--- src/rtl/rpa_map.svh ---
/*
 Register offsets, field positions, reset values and counts of the port
 administration and status register bank. Assumes inclusion by bare name.
*/
`ifndef RPA_MAP_SVH
`define RPA_MAP_SVH

// Bus and port widths
`define RPA_ADDR_W 5
`define RPA_DATA_W 16
`define RPA_PORTS 12
`define RPA_ID_W 5
`define RPA_PNUM_W 4

// Register offsets
`define RPA_OFF_PAGE 5'h01
`define RPA_OFF_PORT_PARTITIONED_FLAG 5'h02
`define RPA_OFF_JAB 5'h03
`define RPA_OFF_PORT_ADMINISTRATION 5'h04
`define RPA_OFF_DEVID 5'h05

// Page encodings
`define RPA_PAGE_0 2'h0
`define RPA_PAGE_1 2'h1
`define RPA_PAGE_RST 2'h0

// Field positions
`define RPA_BIT_LED_TEST 12
`define RPA_BIT_FOUR_PAIR 12
`define RPA_PNUM_LSB 8
`define RPA_BIT_EEPROM_LOAD_COMPLETE 7
`define RPA_BIT_ID_ERR 5

// Reset values
`define RPA_FLAGS_RST 12'h000
`define RPA_ENABLE_RST 12'hFFF
`define RPA_ID_RST 5'h00
`define RPA_PNUM_RST 4'h0
`define RPA_ID_ILLEGAL 5'h1F

// Four-pair detection window, in data clock edges after activity
`define RPA_FPD_CNT_W 3
`define RPA_FPD_MIN 3'h4
`define RPA_FPD_MAX 3'h6

// Clock edges after reset release before straps are caught
`define RPA_STRAP_SETTLE 3'h5

`endif

--- src/rtl/rpa_pkg.sv ---
/*
 Types and shared decode for the port administration register bank.
 Assumes the map header is on the include path.
*/
`default_nettype none
`include "rpa_map.svh"

package rpa_pkg;

	typedef logic [`RPA_PORTS-1:0] rpa_port_vec_t;

	typedef enum logic [1:0] {
		RPA_DET_IDLE = 2'h0,
		RPA_DET_COUNT = 2'h1,
		RPA_DET_SFD = 2'h2,
		RPA_DET_DONE = 2'h3
	} rpa_det_state_t;

	// Register select: the page register answers on every page
	function automatic logic rpa_reg_sel(input logic [`RPA_ADDR_W-1:0] addr,
			input logic [1:0] page, input logic [`RPA_ADDR_W-1:0] off);
		return (addr == off) && ((off == `RPA_OFF_PAGE) || (page == `RPA_PAGE_0));
	endfunction : rpa_reg_sel

endpackage : rpa_pkg
`default_nettype wire

--- src/rtl/rpa_det_if.sv ---
/*
 Carrier between the register bank and its four-pair detector.
 Assumes both ends run on the same clock.
*/
`default_nettype none

interface rpa_det_if;
	logic act;
	logic dv;
	logic clk_rise;
	logic sfd;
	logic hit;

	modport src (output act, output dv, output clk_rise, output sfd, input hit);
	modport det (input act, input dv, input clk_rise, input sfd, output hit);
endinterface : rpa_det_if

`default_nettype wire

--- src/rtl/rpa_four_pair_detect.sv ---
/*
 Four-pair PHY detector: watches the filtered inter-repeater signals and
 pulses hit once per activity period that meets the timing criterion.
 Assumes the inputs are already synchronised to clock_in.
*/
`default_nettype none
`include "rpa_map.svh"

module rpa_four_pair_detect
	import rpa_pkg::*;
(
	input wire logic clock_in,
	input wire logic rst_in,
	rpa_det_if.det det_bus
);

	rpa_det_state_t state_reg, state_next;
	logic [`RPA_FPD_CNT_W-1:0] cnt_reg, cnt_next;
	logic hit_reg, hit_next;
	logic in_window;

	assign in_window = (cnt_reg >= `RPA_FPD_MIN) && (cnt_reg <= `RPA_FPD_MAX);

	always_comb begin
		state_next = state_reg;
		cnt_next = cnt_reg;
		hit_next = 1'b0;
		case (state_reg)
			RPA_DET_IDLE: begin
				if (det_bus.act) begin
					state_next = RPA_DET_COUNT;
					cnt_next = '0;
				end
			end
			RPA_DET_COUNT: begin
				if (!det_bus.act) begin
					state_next = RPA_DET_IDLE;
				end else if (det_bus.dv) begin
					state_next = in_window ? RPA_DET_SFD : RPA_DET_DONE;
				end else if (cnt_reg > `RPA_FPD_MAX) begin
					state_next = RPA_DET_DONE;
				end else if (det_bus.clk_rise) begin
					cnt_next = cnt_reg + 3'h1;
				end
			end
			RPA_DET_SFD: begin
				if (!det_bus.act) begin
					state_next = RPA_DET_IDLE;
				end else if (det_bus.sfd) begin
					hit_next = 1'b1;
					state_next = RPA_DET_DONE;
				end
			end
			RPA_DET_DONE: begin
				if (!det_bus.act) begin
					state_next = RPA_DET_IDLE;
				end
			end
			default: begin
				state_next = RPA_DET_IDLE;
			end
		endcase
	end

	// State registers
	always_ff @(posedge clock_in or posedge rst_in) begin
		if (rst_in) begin
			state_reg <= RPA_DET_IDLE;
			cnt_reg <= '0;
			hit_reg <= 1'b0;
		end else begin
			state_reg <= state_next;
			cnt_reg <= cnt_next;
			hit_reg <= hit_next;
		end
	end

	assign det_bus.hit = hit_reg;
endmodule : rpa_four_pair_detect

`default_nettype wire

--- src/rtl/rpa_port_port_administration_status.sv ---
/*
 Port administration and status register bank of a twelve-port repeater:
 page select, partition and jabber flags, administrative disables with a
 partition LED test, and the device identification register.
 Assumes a serial register front end that presents one decoded read or
 write per clock, and same-clock event strobes from the port logic.
*/
// How it works
// - Two-bit page field selects page 0 or 1; 2 and 3 reserved; resets to 0.
// - Page register answers at address 1 on every page.
// - Partition flags at page 0 address 2, set by port logic, reset clears.
// - Jabber flags at page 0 address 3 bits 11..0, set by port logic, reset clears.
// - Bits 15..12 of partition and jabber registers carry no value; read zero.
// - Twelve port_administration disable bits at address 4; one disables a port.
// - Port_administration enable changes reach the ports only at the next network idle.
// - After reset all port_administration disable bits are zero, every port enabled.
// - LED test bit enables partition LEDs of administratively disabled ports.
// - Four-pair flag sets when valid follows activity by about five data clocks.
// - Four-pair flag stays set until an identification write with bit 12 zero or reset clears it.
// - Identification bits 11..8 report current or last receiving port.
// - Identification bit 7 sets once the EEPROM read completes.
// - Identifier bits 4..0 load from straps after reset and drive bus address.
// - Identifier error flag sticks on conflict or all-ones identifier until written.
`default_nettype none
`include "rpa_map.svh"

module rpa_port_port_administration_status
	import rpa_pkg::*;
(
	input wire logic clock_in,
	input wire logic rst_in,
	input wire logic [`RPA_ADDR_W-1:0] reg_addr_in,
	input wire logic [`RPA_DATA_W-1:0] reg_wdata_in,
	input wire logic reg_write_in,
	input wire logic reg_read_in,
	output logic [`RPA_DATA_W-1:0] reg_rdata_out,
	output logic reg_rvalid_out,
	input wire logic [`RPA_PORTS-1:0] port_partitioned_flag_set_in,
	input wire logic [`RPA_PORTS-1:0] port_jabber_flag_set_in,
	input wire logic network_idle_in,
	input wire logic rx_port_valid_in,
	input wire logic [`RPA_PNUM_W-1:0] rx_port_num_in,
	input wire logic eeprom_load_complete_in,
	input wire logic identifier_conflict_in,
	input wire logic sfd_seen_in,
	input wire logic interrepeater_activity_n_in,
	input wire logic interrepeater_data_valid_n_in,
	input wire logic interrepeater_data_clock_in,
	input wire logic [`RPA_ID_W-1:0] repeater_identifier_in,
	output logic [`RPA_PORTS-1:0] port_enable_out,
	output logic [`RPA_PORTS-1:0] partition_led_enable_out,
	output logic [`RPA_ID_W-1:0] repeater_id_field_out
);

	localparam int PIN_W = 8;
	localparam int P_ACT = 7;
	localparam int P_DV = 6;
	localparam int P_CLK = 5;

	// Pin synchroniser and strap capture state
	logic [PIN_W-1:0] pins;
	logic [PIN_W-1:0] s1_reg, s2_reg, s3_reg, filt_reg, filt_next;
	logic clk_rise_reg, clk_rise_next;
	logic [2:0] settle_reg, settle_next;
	logic strap_done_reg, strap_done_next;

	// Register state
	logic [1:0] page_reg, page_next;
	rpa_port_vec_t port_partitioned_flag_reg, port_partitioned_flag_next;
	rpa_port_vec_t jab_reg, jab_next;
	rpa_port_vec_t dis_reg, dis_next;
	logic led_test_reg, led_test_next;
	rpa_port_vec_t enable_reg, enable_next;
	rpa_port_vec_t led_reg, led_next;
	logic four_pair_reg, four_pair_next;
	logic [`RPA_PNUM_W-1:0] pnum_reg, pnum_next;
	logic eeprom_load_complete_reg, eeprom_load_complete_next;
	logic id_err_reg, id_err_next;
	logic [`RPA_ID_W-1:0] id_reg, id_next;
	logic [`RPA_DATA_W-1:0] rdata_reg, rdata_next;
	logic rvalid_reg, rvalid_next;
	logic wr_page, wr_port_administration, wr_devid;

	rpa_det_if det_bus();

	rpa_four_pair_detect u_detect (
		.clock_in(clock_in),
		.rst_in(rst_in),
		.det_bus(det_bus)
	);

	assign pins = {interrepeater_activity_n_in, interrepeater_data_valid_n_in,
		interrepeater_data_clock_in, repeater_identifier_in};

	// Filter takes a pin level once the second and third stages agree
	always_comb begin
		filt_next = (~(s2_reg ^ s3_reg) & s3_reg) | ((s2_reg ^ s3_reg) & filt_reg);
		clk_rise_next = filt_next[P_CLK] & ~filt_reg[P_CLK];
		settle_next = (settle_reg == `RPA_STRAP_SETTLE) ? settle_reg : settle_reg + 3'h1;
		strap_done_next = strap_done_reg | (settle_reg == `RPA_STRAP_SETTLE);
	end

	// Synchroniser registers
	always_ff @(posedge clock_in or posedge rst_in) begin
		if (rst_in) begin
			// Stages start at the idle level so no false activity follows reset
			s1_reg <= {PIN_W{1'b1}};
			s2_reg <= {PIN_W{1'b1}};
			s3_reg <= {PIN_W{1'b1}};
			filt_reg <= {PIN_W{1'b1}};
			clk_rise_reg <= 1'b0;
			settle_reg <= 3'h0;
			strap_done_reg <= 1'b0;
		end else begin
			s1_reg <= pins;
			s2_reg <= s1_reg;
			s3_reg <= s2_reg;
			filt_reg <= filt_next;
			clk_rise_reg <= clk_rise_next;
			settle_reg <= settle_next;
			strap_done_reg <= strap_done_next;
		end
	end

	// Detector inputs, active high
	assign det_bus.act = ~filt_reg[P_ACT];
	assign det_bus.dv = ~filt_reg[P_DV];
	assign det_bus.clk_rise = clk_rise_reg;
	assign det_bus.sfd = sfd_seen_in;

	// page-independent decode of the page register
	assign wr_page = reg_write_in && rpa_reg_sel(reg_addr_in, page_reg, `RPA_OFF_PAGE);
	assign wr_port_administration = reg_write_in && rpa_reg_sel(reg_addr_in, page_reg, `RPA_OFF_PORT_ADMINISTRATION);
	assign wr_devid = reg_write_in && rpa_reg_sel(reg_addr_in, page_reg, `RPA_OFF_DEVID);

	// Register bank next values
	always_comb begin
		page_next = wr_page ? reg_wdata_in[1:0] : page_reg;
		port_partitioned_flag_next = port_partitioned_flag_reg | port_partitioned_flag_set_in;
		jab_next = jab_reg | port_jabber_flag_set_in;
		dis_next = wr_port_administration ? reg_wdata_in[`RPA_PORTS-1:0] : dis_reg;
		led_test_next = wr_port_administration ? reg_wdata_in[`RPA_BIT_LED_TEST] : led_test_reg;
		enable_next = network_idle_in ? ~dis_reg : enable_reg;
		led_next = {`RPA_PORTS{led_test_reg}} & dis_reg;
		four_pair_next = wr_devid ? reg_wdata_in[`RPA_BIT_FOUR_PAIR] : four_pair_reg;
		four_pair_next = four_pair_next | det_bus.hit;
		pnum_next = rx_port_valid_in ? rx_port_num_in : pnum_reg;
		eeprom_load_complete_next = eeprom_load_complete_reg | eeprom_load_complete_in;
		id_next = wr_devid ? reg_wdata_in[`RPA_ID_W-1:0] : id_reg;
		if (!strap_done_reg && settle_reg == `RPA_STRAP_SETTLE) begin
			id_next = filt_reg[`RPA_ID_W-1:0];
		end
		id_err_next = wr_devid ? reg_wdata_in[`RPA_BIT_ID_ERR] : id_err_reg;
		id_err_next = id_err_next | identifier_conflict_in | (id_reg == `RPA_ID_ILLEGAL);
	end

	always_ff @(posedge clock_in or posedge rst_in) begin
		if (rst_in) begin
			page_reg <= `RPA_PAGE_RST;
			port_partitioned_flag_reg <= `RPA_FLAGS_RST;
			jab_reg <= `RPA_FLAGS_RST;
			dis_reg <= `RPA_FLAGS_RST;
			led_test_reg <= 1'b0;
			enable_reg <= `RPA_ENABLE_RST;
			led_reg <= `RPA_FLAGS_RST;
			four_pair_reg <= 1'b0;
			pnum_reg <= `RPA_PNUM_RST;
			eeprom_load_complete_reg <= 1'b0;
			id_err_reg <= 1'b0;
			id_reg <= `RPA_ID_RST;
		end else begin
			page_reg <= page_next;
			port_partitioned_flag_reg <= port_partitioned_flag_next;
			jab_reg <= jab_next;
			dis_reg <= dis_next;
			led_test_reg <= led_test_next;
			enable_reg <= enable_next;
			led_reg <= led_next;
			four_pair_reg <= four_pair_next;
			pnum_reg <= pnum_next;
			eeprom_load_complete_reg <= eeprom_load_complete_next;
			id_err_reg <= id_err_next;
			id_reg <= id_next;
		end
	end

	// read mux, undefined and reserved bits read zero
	always_comb begin
		rvalid_next = reg_read_in;
		rdata_next = rdata_reg;
		if (reg_read_in) begin
			// unmapped or reserved page reads give zero
			rdata_next = '0;
			if (rpa_reg_sel(reg_addr_in, page_reg, `RPA_OFF_PAGE)) begin
				rdata_next[1:0] = page_reg;
			end else if (rpa_reg_sel(reg_addr_in, page_reg, `RPA_OFF_PORT_PARTITIONED_FLAG)) begin
				rdata_next[`RPA_PORTS-1:0] = port_partitioned_flag_reg;
			end else if (rpa_reg_sel(reg_addr_in, page_reg, `RPA_OFF_JAB)) begin
				rdata_next[`RPA_PORTS-1:0] = jab_reg;
			end else if (rpa_reg_sel(reg_addr_in, page_reg, `RPA_OFF_PORT_ADMINISTRATION)) begin
				rdata_next[`RPA_PORTS-1:0] = dis_reg;
				rdata_next[`RPA_BIT_LED_TEST] = led_test_reg;
			end else if (rpa_reg_sel(reg_addr_in, page_reg, `RPA_OFF_DEVID)) begin
				rdata_next[`RPA_BIT_FOUR_PAIR] = four_pair_reg;
				rdata_next[`RPA_PNUM_LSB +: `RPA_PNUM_W] = pnum_reg;
				rdata_next[`RPA_BIT_EEPROM_LOAD_COMPLETE] = eeprom_load_complete_reg;
				rdata_next[`RPA_BIT_ID_ERR] = id_err_reg;
				rdata_next[`RPA_ID_W-1:0] = id_reg;
			end
		end
	end

	// Read data registers
	always_ff @(posedge clock_in or posedge rst_in) begin
		if (rst_in) begin
			rdata_reg <= '0;
			rvalid_reg <= 1'b0;
		end else begin
			rdata_reg <= rdata_next;
			rvalid_reg <= rvalid_next;
		end
	end

	assign reg_rdata_out = rdata_reg;
	assign reg_rvalid_out = rvalid_reg;
	assign port_enable_out = enable_reg;
	assign partition_led_enable_out = led_reg;
	assign repeater_id_field_out = id_reg;
endmodule : rpa_port_port_administration_status

`default_nettype wire
--- config.mk ---
export PLATFORM = sky130hd
export DESIGN_NAME = rpa_port_port_administration_status
export DESIGN_NICKNAME = d
export VERILOG_FILES = /design/src/rtl/rpa_pkg.sv /design/src/rtl/rpa_det_if.sv /design/src/rtl/rpa_four_pair_detect.sv /design/src/rtl/rpa_port_port_administration_status.sv
export VERILOG_INCLUDE_DIRS = /design/src /design/src/rtl
export SDC_FILE = /design/constraint.sdc
export NUM_CORES = 1
export LEC_CHECK = 0
export CAP_MARGIN = 5
export CORE_ASPECT_RATIO = 0.7
export CORE_MARGIN = 5
export CORE_UTILIZATION = 43
export CTS_BUF_LIST = sky130_fd_sc_hd__clkbuf_8
export DETAILED_ROUTE_END_ITERATION = 16
export DONT_BUFFER_PORTS = 1
export REMOVE_ABC_BUFFERS = 1
export SLEW_MARGIN = 10
export SYNTH_ARGS = -nofsm -noshare
export SYNTH_HDL_FRONTEND = slang
export SYNTH_HIERARCHICAL = 1
export SYNTH_SLANG_ARGS = --single-unit
export TNS_END_PERCENT = 10
--- constraint.sdc ---
create_clock -name clock_in -period 5.55 [get_ports clock_in]
set_input_delay 0.8325 -clock clock_in [delete_from_list [all_inputs] [get_ports clock_in]]
set_output_delay 0.8325 -clock clock_in [all_outputs]
set_load 0.005 [all_outputs]
==> impl_metrics.csv, run 1 <==
group,metric,value,unit
flow_run,max-cap-violations,0,
synth,synth-simple-area-share,11.40,%
cts,clock-sinks,132,
setup_path,required,5.85,ns
routing,wl_per_cell,18.44,um
routing,drtPass1Iterations,4,
power_and_ir_drop,ir_drop,0.2000,mV
sta,worst_clock_skew,0.01161,ns
synth,synth_compound_area_share,7.959,%
global_route,antenna_found_initial,2,
routing,ant_nets,0,
die,die_y,101.3,um
die,num_rows,33,
die,core_area,11690,sq um
synth,ys_seq_area_share,65.53,%
cts,cts-resized-gates,0,
synth,synth-xor-area-share,0.1709,%
run_status,status,"complete, no violations",
layout,syn_to_final_growth,10.72,%
layout,drive_gt1_share,31.21,%
power_and_ir_drop,power,2132,uW
setup_path,worst_setup_path_end_kind,"flip-flop",
placed_design,gp_congestion,0.7648,
die,start_util,43.86,%
synth,synthesis.area,5125,sq um
sta,setup_viol,0,
synth,synthAdderAreaFrac,2.539,%
min_path,min_path_type,"in -> async",
power_and_ir_drop,powerDensity,375.7,nW/um^2
cts,clockBufferDepth,2,
layout,nets,480,
synth,synth_edf_count,0,
routing,drt_iter0_drc,133,
cts,cts_tree,"built",
setup_path,worstSetupStartpointType,"input port",
placed_design,port_buffers,0,
placed_design,dp_hpwl,7.508,mm
routing,drcViolationCount,0,
synth,ys_ff_latch,132,
synth,yosys_warnings,6,
synth,synthMuxAreaShare,8.545,%
cts,clk_latency,0.43,ns
global_route,grt_pass1_wl,17.33,mm
global_route,grt_pass1_vias,3071,
cts,root_buffer,"clkbuf_8",
routing,vias_per_cell,5.024,
cts,cts-hold-fix-buffers,0,
sta,drv_slew,0,
synth,ys_types,42,
sta,worst_pin_slew,0.9267,ns
die,io-pin-count,112,
synth,synthTopCellsByArea,"dfrtp_1 (43%), dfstp_2 (23%), mux2_2 (6.6%), a21oi_1 (3.3%), or2_2 (3.1%)",
routing,num_vias,2914,
synth,avgSynthCellArea,12.69,sq um
cts,post_cts_buffers,0,
layout,largest_reg_flops,13,
setup_path,crit_type,"in -> reg",
synth,synthArstFlopShare,100.0,%
setup_path,crit_path_max_fanout,13,
sta,rsz0062_at_grt,"false",
global_route,grt-ovfl-total,0,
sta,setup_tns,0,ns
die,die_x,140.5,um
power_and_ir_drop,leakage,0.002380,uW
synth,synth_top_family_by_area,"simple AND/OR/NAND/NOR gates",
routing,routed_wl,10.70,mm
sta,finalCritPeriodShare,47.24,%
cts,htree_levels,4,
synth,ys.flop_type,"dfrtp_1",
cts,cts.reportedPaths.clkPinSlew,0.07,ns
sta,slew_headroom,38.10,%
synth,yosysTopAreaCell,"dfrtp_1",
synth,synthCells,404,
layout,layout_commonest_cell,"dfrtp_1",
setup_path,worstRegToRegCells,3,
sta,min_period,2.622,ns
die,die_area,14240,sq um
setup_path,cp_data_arrival_time,2.92,ns
layout,antenna_cells,0,
sta,hold_viol,0,
global_route,grt_use_total,16.11,%
layout,most-common-layout-cells,"dfrtp_1 (88), dfstp_2 (44), a21oi_1 (34)",
sta,fmax,381.4,MHz
synth,yosysTopAreaCellShare,42.97,%
global_route,grt_max_degree,71,
cts,cts_buffers,17,
## report_power, final
part | switching [uW] | internal (uW)
Sequential | 84.9 | 1070
Combinational | 71.9 | 74.1
Clock | 357 | 473
Total | 513 | 1620
## final timing paths
| kind | to | from | slack (ns) |
|---|---|---|---|
| max | led_test_reg$_DFFE_PP0P_ | reg_addr_in[2] | 2.93 |
| min | u_detect/det_bus.hit$_DFF_PP0_ | rst_in | 0.21 |
| max reg2reg | led_test_reg$_DFFE_PP0P_ | page_reg[0]$_DFFE_PP0P_ | 3.29 |
| min reg2reg | s2_reg[5]$_DFF_PP1_ | s1_reg[5]$_DFF_PP1_ | 0.35 |
| max in group asynchronous | reg_rdata_out[4]$_DFFE_PP0P_ | rst_in | 3.88 |
| min in group clock_in | s2_reg[5]$_DFF_PP1_ | s1_reg[5]$_DFF_PP1_ | 0.35 |
## Yosys cell counts, drive strengths merged (2+ instances only)
cell / n
clkbuf: 8
nor2b: 4
inv: 31
and4b: 2
dfrtp: 88
a211o: 2
ha: 4
mux2i: 10
a21oi: 34
nand3b: 2
nor2: 30
a31oi: 4
o21ai: 11
nor4: 3
maj3: 8
nand2: 13
o32ai: 9
or2: 25
nand4b: 2
nand2b: 6
dfstp: 44
mux2: 30
buf: 8
and2: 12
## cell type report
type	instances	area [sq um]
repair buffers	1	7.507
clock buffers	20	275.3
inverters	31	118.9
fillers	1025	6011
flip-flops and latches	132	3358
well taps	157	196.4
multi-input cells	227	1580
clock inverters	12	137.6
## metrics by stage
stage,hold WS [ns],util [%],area [sq um],worst slack (ns),cells
2_1_floorplan,0.3452,-,5055,1.434,390
3_3_place_gp,0.3460,45.03,5261,2.420,548
3_5_place_dp,0.3468,45.03,5261,2.431,548
4_1_cts,0.1860,48.56,5674,2.905,580
5_1_grt,0.1813,48.56,5674,2.775,580
6_report,0.2070,48.56,5674,2.928,580
## logic make-up (layout without fill, tap and decap cells)
family                     Yosys count  after routing
buffers and inverters               47             64
AOI/OAI and AO/OA                   66             66
xor gates and xnor gates             1              1
adders and majority gates           12             12
other                                1              3
muxes                               40             40
and+or+nand+nor                    105            105
DFF                                132            132
## metal layers
metal	GRT usage, %	up-vias	routed length (um)
met5	0	-	21
met2	22.87	85	4688
met3	6.560	18	781
met4	6.552	4	147
li1	-	1379	-
met1	22.13	1428	5058
## critical path, stage by stage
cell and delay [ns]:
nor2b_1 0.71, nand4b_1 0.84, mux2_2 0.53
(Power assumes the default switching activity.)
==> run 2: changes to the inputs <==
clock period = 2.55 ns   (was 5.55 ns; I/O delays follow)
==> run 2 against run 1 <==
- wire length increased by 6.2%
- register-to-register slack got worse by 2.7 ns
- largest cell class unchanged
- largest power group unchanged
- non-clock buffer count increased by 16
- first-iteration DRC count increased by 11%
- clock power increased by 100%
- die area unchanged
==> impl_metrics.csv, run 2 (synthesis results as in run 1) <==
group,metric,value,unit
run_status,status,"complete, no violations",
cts,cts_buffers,17,
power_and_ir_drop,ir_drop,0.3744,mV
global_route,grt_use_met3,6.654,%
cts,htree_levels,4,
layout,nets,496,
setup_path,slowest_stage,"or3b_1",
global_route,grtUsageMet1,22.45,%
die,core_area,11690,sq um
layout,largest_reg_flops,13,
placed_design,port_buffers,0,
global_route,grt-ovfl-total,0,
setup_path,critPathBufInv,0,
layout,layout_commonest_cell,"dfrtp_1",
global_route,grt_pass1_wl,18.17,mm
routing,vias_per_cell,5.092,
global_route,grt_max_degree,54,
routing,drt_iter0_drc,148,
cts,clk_latency,0.43,ns
cts,clock-sinks,132,
power_and_ir_drop,powerDensity,784.2,nW/um^2
placed_design,dp_slack,0.6353,ns
global_route,antenna_found_initial,1,
sta,worst_clock_skew,0.009163,ns
setup_path,path_cells,"nor4_4 -> or3b_1 -> o221ai_1 -> mux2i_1",
sta,rsz0062_at_grt,"false",
die,io-pin-count,112,
setup_path,worst_setup_path_end_kind,"flip-flop",
layout,nFillCells,1023,
cts,clockBufferDepth,2,
cts,cts_tree,"built",
sta,fin_ws,0.6267,ns
layout,drive_gt1_share,31.89,%
sta,min_period,1.923,ns
setup_path,cpLargestDelayFamily,"simple AND/OR/NAND/NOR gates",
die,start_util,43.86,%
setup_path,crit_path_max_fanout,11,
sta,fmax,520.0,MHz
setup_path,cp_slowest_stage_delay,0.58,ns
cts,cts-resized-gates,0,
routing,num_vias,3035,
flow_run,max-cap-violations,0,
die,num_rows,33,
routing,routed_wl,11.37,mm
routing,ant_nets,0,
cts,cts.reportedPaths.clkPinSlew,0.08,ns
cts,post_cts_buffers,0,
die,die_y,101.3,um
sta,worst_pin_slew,0.6263,ns
power_and_ir_drop,leakage,0.002415,uW
setup_path,cp_data_arrival_time,2.23,ns
global_route,gr-usage-met2,25.11,%
routing,drtPass1Iterations,4,
routing,wl_per_cell,19.07,um
routing,drcViolationCount,0,
placed_design,gp_congestion,0.8099,
die,die_area,14240,sq um
placed_design,dp_hpwl,7.921,mm
sta,hold_viol,0,
layout,most-common-layout-cells,"dfrtp_1 (88), dfstp_2 (44), a21oi_1 (34)",
sta,setup_tns,0,ns
setup_path,worstSetupStartpointType,"flip-flop",
sta,drv_slew,0,
placed_design,dp_cells,553,
power_and_ir_drop,power,4559,uW
global_route,grt_pass1_vias,3263,
setup_path,crit_type,"reg -> reg",
setup_path,required,2.86,ns
layout,antenna_cells,0,
cts,root_buffer,"clkbuf_8",
global_route,grt-busiest-layer,"met2",
global_route,grt_use_total,16.81,%
layout,syn_to_final_growth,13.43,%
layout,final_cells,596,
sta,setup_viol,0,
sta,finalCritPeriodShare,75.42,%
sta,slew_headroom,58.25,%
die,die_x,140.5,um
min_path,min_path_type,"in -> reg",
[run 2: cell count changes in the layout (fill, tap and decap cells not counted)]
cell / before / now
buf_12: 0 / 1
buf_4: 1 / 5
bufinv_16: 3 / 1
clkbuf_8: 20 / 21
clkinv_2: 4 / 2
clkinv_4: 1 / 2
clkinvlp_4: 1 / 6
dlygate4sd3_1: 0 / 11
inv_1: 33 / 30
[run 2: final timing paths]
| check | slack [ns] | depth (start not counted) | startpoint | endpoint |
|---|---|---|---|---|
| setup reg to reg | 0.63 | 4 | page_reg[0]$_DFFE_PP0P_ | reg_rdata_out[6]$_DFFE_PP0P_ |
| min in group asynchronous | 0.38 | 2 | rst_in | u_detect/cnt_reg[2]$_DFFE_PP0P_ |
| hold reg to reg | 0.35 | 0 | s1_reg[6]$_DFF_PP1_ | s2_reg[6]$_DFF_PP1_ |
| setup / recovery | 0.63 | 4 | page_reg[0]$_DFFE_PP0P_ | reg_rdata_out[6]$_DFFE_PP0P_ |
| hold / removal | 0.04 | 1 | reg_read_in | reg_rdata_out[10]$_DFFE_PP0P_ |
| max in group asynchronous | 1.21 | 3 | rst_in | s1_reg[0]$_DFF_PP1_ |
[run 2: timing repair]
action,CTS,global route
setup endpoints to repair,0,0
hold endpoints to repair,46,0
hold buffers,11,0
[run 2: where the power goes]
part | internal, uW | switching [uW]
registers | 2330 | 185
clock network | 873 | 823
logic | 178 | 169
total | 3380 | 1180
[run 2: worst reg2reg max path, stage by stage, from the launching register on]
cell and delay (ns):
dfrtp_1 0.43, nor4_4 0.45, or3b_1 0.59, o221ai_1 0.25
mux2i_1 0.10
[run 2: area by class of cell]
| class | count | area, sq um | share of cell area, % |
|---|---|---|---|
| multi-input combinational | 227 | 1580 | 27.18 |
| inverter | 31 | 118.9 | 2.045 |
| sequential | 132 | 3358 | 57.77 |
| clock buffer | 21 | 289.0 | 4.972 |
| clock inverter | 11 | 102.6 | 1.765 |
| tap | 157 | 196.4 | 3.379 |
| timing repair buffer | 17 | 167.7 | 2.884 |
[run 2: per-stage QoR]
step / utilization [%] / area [sq um] / hold WS [ns]
2_1_floorplan: - / 5055 / 0.1735
3_3_place_gp: 45.45 / 5311 / 0.2048
3_5_place_dp: 45.45 / 5311 / 0.2140
4_1_cts: 49.75 / 5813 / 0.008359
5_1_grt: 49.75 / 5813 / 0.0005115
6_report: 49.75 / 5813 / 0.03894
[run 2: layer usage]
layer / part of all wire (%) / vias up
met2: 46 / 89
met4: 1.3 / 2
met5: 0.11 / -
met3: 6.9 / 17
met1: 46 / 1522
li1: - / 1405
==> run 3: changes to the inputs <==
ABC_AREA = 1   (was unset)
clock period = 1.8 ns   (was 2.55 ns; I/O delays follow)
==> run 3 against run 2 <==
- critical path depth grew 2
- area after synthesis increased by 4.8%
- via count up 23%
- clock-buffer cell count shrank 3
- sequential cell count unchanged
- non-clock buffer count grew 50
- sequential share of layout area decreased by 6.8 points
- worst setup slack lost 0.44 ns
- critical endpoint is now dis_reg[6]$_DFFE_PP0P_
- sequential power up 44%
- clock power grew 52%
- wire length is 3.5% higher
==> impl_metrics.csv, run 3 <==
group,metric,value,unit
cts,cts.reportedPaths.clkPinSlew,0.08,ns
setup_path,worstSetupStartpointType,"flip-flop",
die,core_area,12340,sq um
die,num_rows,34,
min_path,min_path_type,"in -> reg",
synth,ys_seq_area_share,62.51,%
sta,rsz0062_at_grt,"false",
routing,vias_per_cell,4.739,
placed_design,port_buffers,0,
global_route,grt_max_degree,41,
layout,nFillCells,1117,
cts,cts_tree,"built",
routing,drcViolationCount,0,
synth,yosys_warnings,6,
cts,htree_levels,4,
routing,drtPass1Iterations,5,
routing,drt_iter0_drc,205,
synth,synthArstFlopShare,100.0,%
layout,largest_reg_flops,13,
synth,yosysTopAreaCellShare,40.99,%
synth,yosysTopAreaCell,"dfrtp_1",
setup_path,r2r-start,"page_reg[0]$_DFFE_PP0P_",
synth,synth_edf_count,0,
sta,hold_slack,0.03188,ns
global_route,grt-busiest-layer,"met2",
sta,setup_tns,0,ns
cts,root_buffer,"clkbuf_8",
setup_path,r2r_slack,0.18,ns
global_route,grt_use_total,16.62,%
die,die_y,103.5,um
power_and_ir_drop,leakage,0.003140,uW
cts,clock-sinks,132,
layout,layout_commonest_cell,"nand2_1",
global_route,antenna_found_initial,0,
setup_path,cp_data_arrival_time,1.99,ns
sta,worst_pin_slew,0.6090,ns
routing,wl_per_cell,14.88,um
synth,synthesis.area,5373,sq um
layout,syn_to_final_growth,22.71,%
global_route,grt_use_met3,5.712,%
run_status,status,"complete, no violations",
placed_design,dp_hpwl,8.327,mm
sta,setup_viol,0,
die,start_util,43.55,%
layout,most-common-layout-cells,"nand2_1 (128), dfrtp_1 (88), inv_1 (70)",
synth,ys_types,32,
placed_design,gp_congestion,0.7615,
setup_path,worstRegToRegCells,6,
sta,hold_viol,0,
setup_path,required,2.17,ns
sta,min_period,1.616,ns
cts,cts-resized-gates,0,
global_route,grt_pass1_vias,3735,
setup_path,startpoint,"page_reg[0]$_DFFE_PP0P_",
flow_run,max-cap-violations,0,
die,die_area,14870,sq um
layout,drive_gt1_share,23.89,%
sta,finalCritPeriodShare,89.77,%
global_route,grt_pass1_wl,19.38,mm
cts,clockBufferDepth,2,
die,io-pin-count,112,
synth,ys_ff_latch,132,
sta,worst_clock_skew,0.01614,ns
global_route,grt-ovfl-total,0,
setup_path,critical_path.endpoint,"dis_reg[6]$_DFFE_PP0P_",
routing,routed_wl,11.76,mm
synth,synthTopCellsByArea,"dfrtp_1 (41%), dfstp_2 (22%), nand2_1 (8.9%), inv_1 (5.0%), o21ai_0 (3.4%)",
synth,synth_common_cells,"nand2_1 (128), dfrtp_1 (88), inv_1 (71), dfstp_2 (44), o21ai_0 (36)",
global_route,gr-usage-met2,24.08,%
layout,antenna_cells,0,
die,die_x,143.6,um
global_route,grtUsageMet1,23.49,%
power_and_ir_drop,ir_drop,0.5172,mV
cts,cts-hold-fix-buffers,59,
setup_path,crit_type,"reg -> reg",
setup_path,crit_path_max_fanout,5,
layout,nets,685,
routing,num_vias,3744,
synth,avgSynthCellArea,9.986,sq um
sta,slew_headroom,59.36,%
sta,drv_slew,0,
synth,synth_most_common_cell,"nand2_1",
sta,fmax,618.9,MHz
cts,clk_latency,0.44,ns
setup_path,worst_setup_path_end_kind,"flip-flop",
cts,cts_buffers,17,
cts,post_cts_buffers,0,
synth,ys.flop_type,"dfrtp_1",
layout,multi_input_area,1665,sq um
setup_path,r2r-end,"dis_reg[6]$_DFFE_PP0P_",
routing,ant_nets,0,
layout,seqCellArea,3358,sq um
synth,synthCells,538,
power_and_ir_drop,powerDensity,1063,nW/um^2
-- run 3: layout make-up --
type	instances	share of cell area (%)
tap	162	3.075
timing repair buffer	67	10.25
clock buffer	18	3.758
clock inverter	14	2.467
sequential	132	50.94
multi-input combinational	323	25.26
inverter	74	4.251
-- run 3: where the power goes --
group	leakage [uW]	switching [uW]	internal, uW
clock network	0.000214	1270	1310
registers	0.00145	291	3330
logic	0.00148	454	341
total	0.00314	2020	4990
-- run 3: stage by stage --
step / instance area [sq um] / util, % / instances / worst slack [ns] / total power, uW
6_report: 6593 / 53.44 / 790 / 0.1841 / 7006
5_1_grt: 6593 / 53.44 / 790 / 0.09012 / 7403
4_1_cts: 6593 / 53.44 / 790 / 0.1893 / 7083
3_5_place_dp: 5592 / 45.32 / 699 / 0.3052 / 4373
3_3_place_gp: 5592 / 45.32 / 699 / 0.3461 / 4333
2_1_floorplan: 5301 / - / 529 / -1.753 / 4122
-- run 3: worst min-delay path by stage --
stage / start / depth (start not counted) / slack [ns] / end
after floorplan: rst_in / 1 / 0.06 / u_detect/cnt_reg[0]$_DFFE_PP0P_
after global placement: rst_in / 1 / 0.10 / u_detect/det_bus.hit$_DFF_PP0_
after detailed placement: rst_in / 1 / 0.10 / u_detect/det_bus.hit$_DFF_PP0_
after CTS: reg_read_in / 3 / 0.02 / reg_rdata_out[0]$_DFFE_PP0P_
after global routing: sfd_seen_in / 3 / 0.01 / u_detect/state_reg[1]$_DFFE_PP0P_
final: reg_read_in / 3 / 0.03 / reg_rdata_out[0]$_DFFE_PP0P_
-- run 3: kinds of logic after synthesis --
family,after synthesis,synth area share [%]
and+or+nand+nor,233,20.12
DFF,132,62.51
buffers and inverters,85,6.637
AOI/OAI and AO/OA,68,6.917
adders and majority gates,12,2.422
muxes,4,0.8383
xor gates and xnor gates,3,0.4891
other,1,0.06980
-- run 3: critical path, cell delays in order, from the launching register on --
cell	delay (ns)
dfrtp_1	0.42
nor2_4	0.15
nand2_2	0.09
nor2_4	0.17
nand3_1	0.08
dlygate4sd3_1	0.57
nand2_1	0.06
-- run 3: metal layers --
layer,up-vias,share of wire [%]
met1,1791,45
met2,118,45
met5,-,0
met3,13,8.8
li1,1822,-
met4,0,1.1
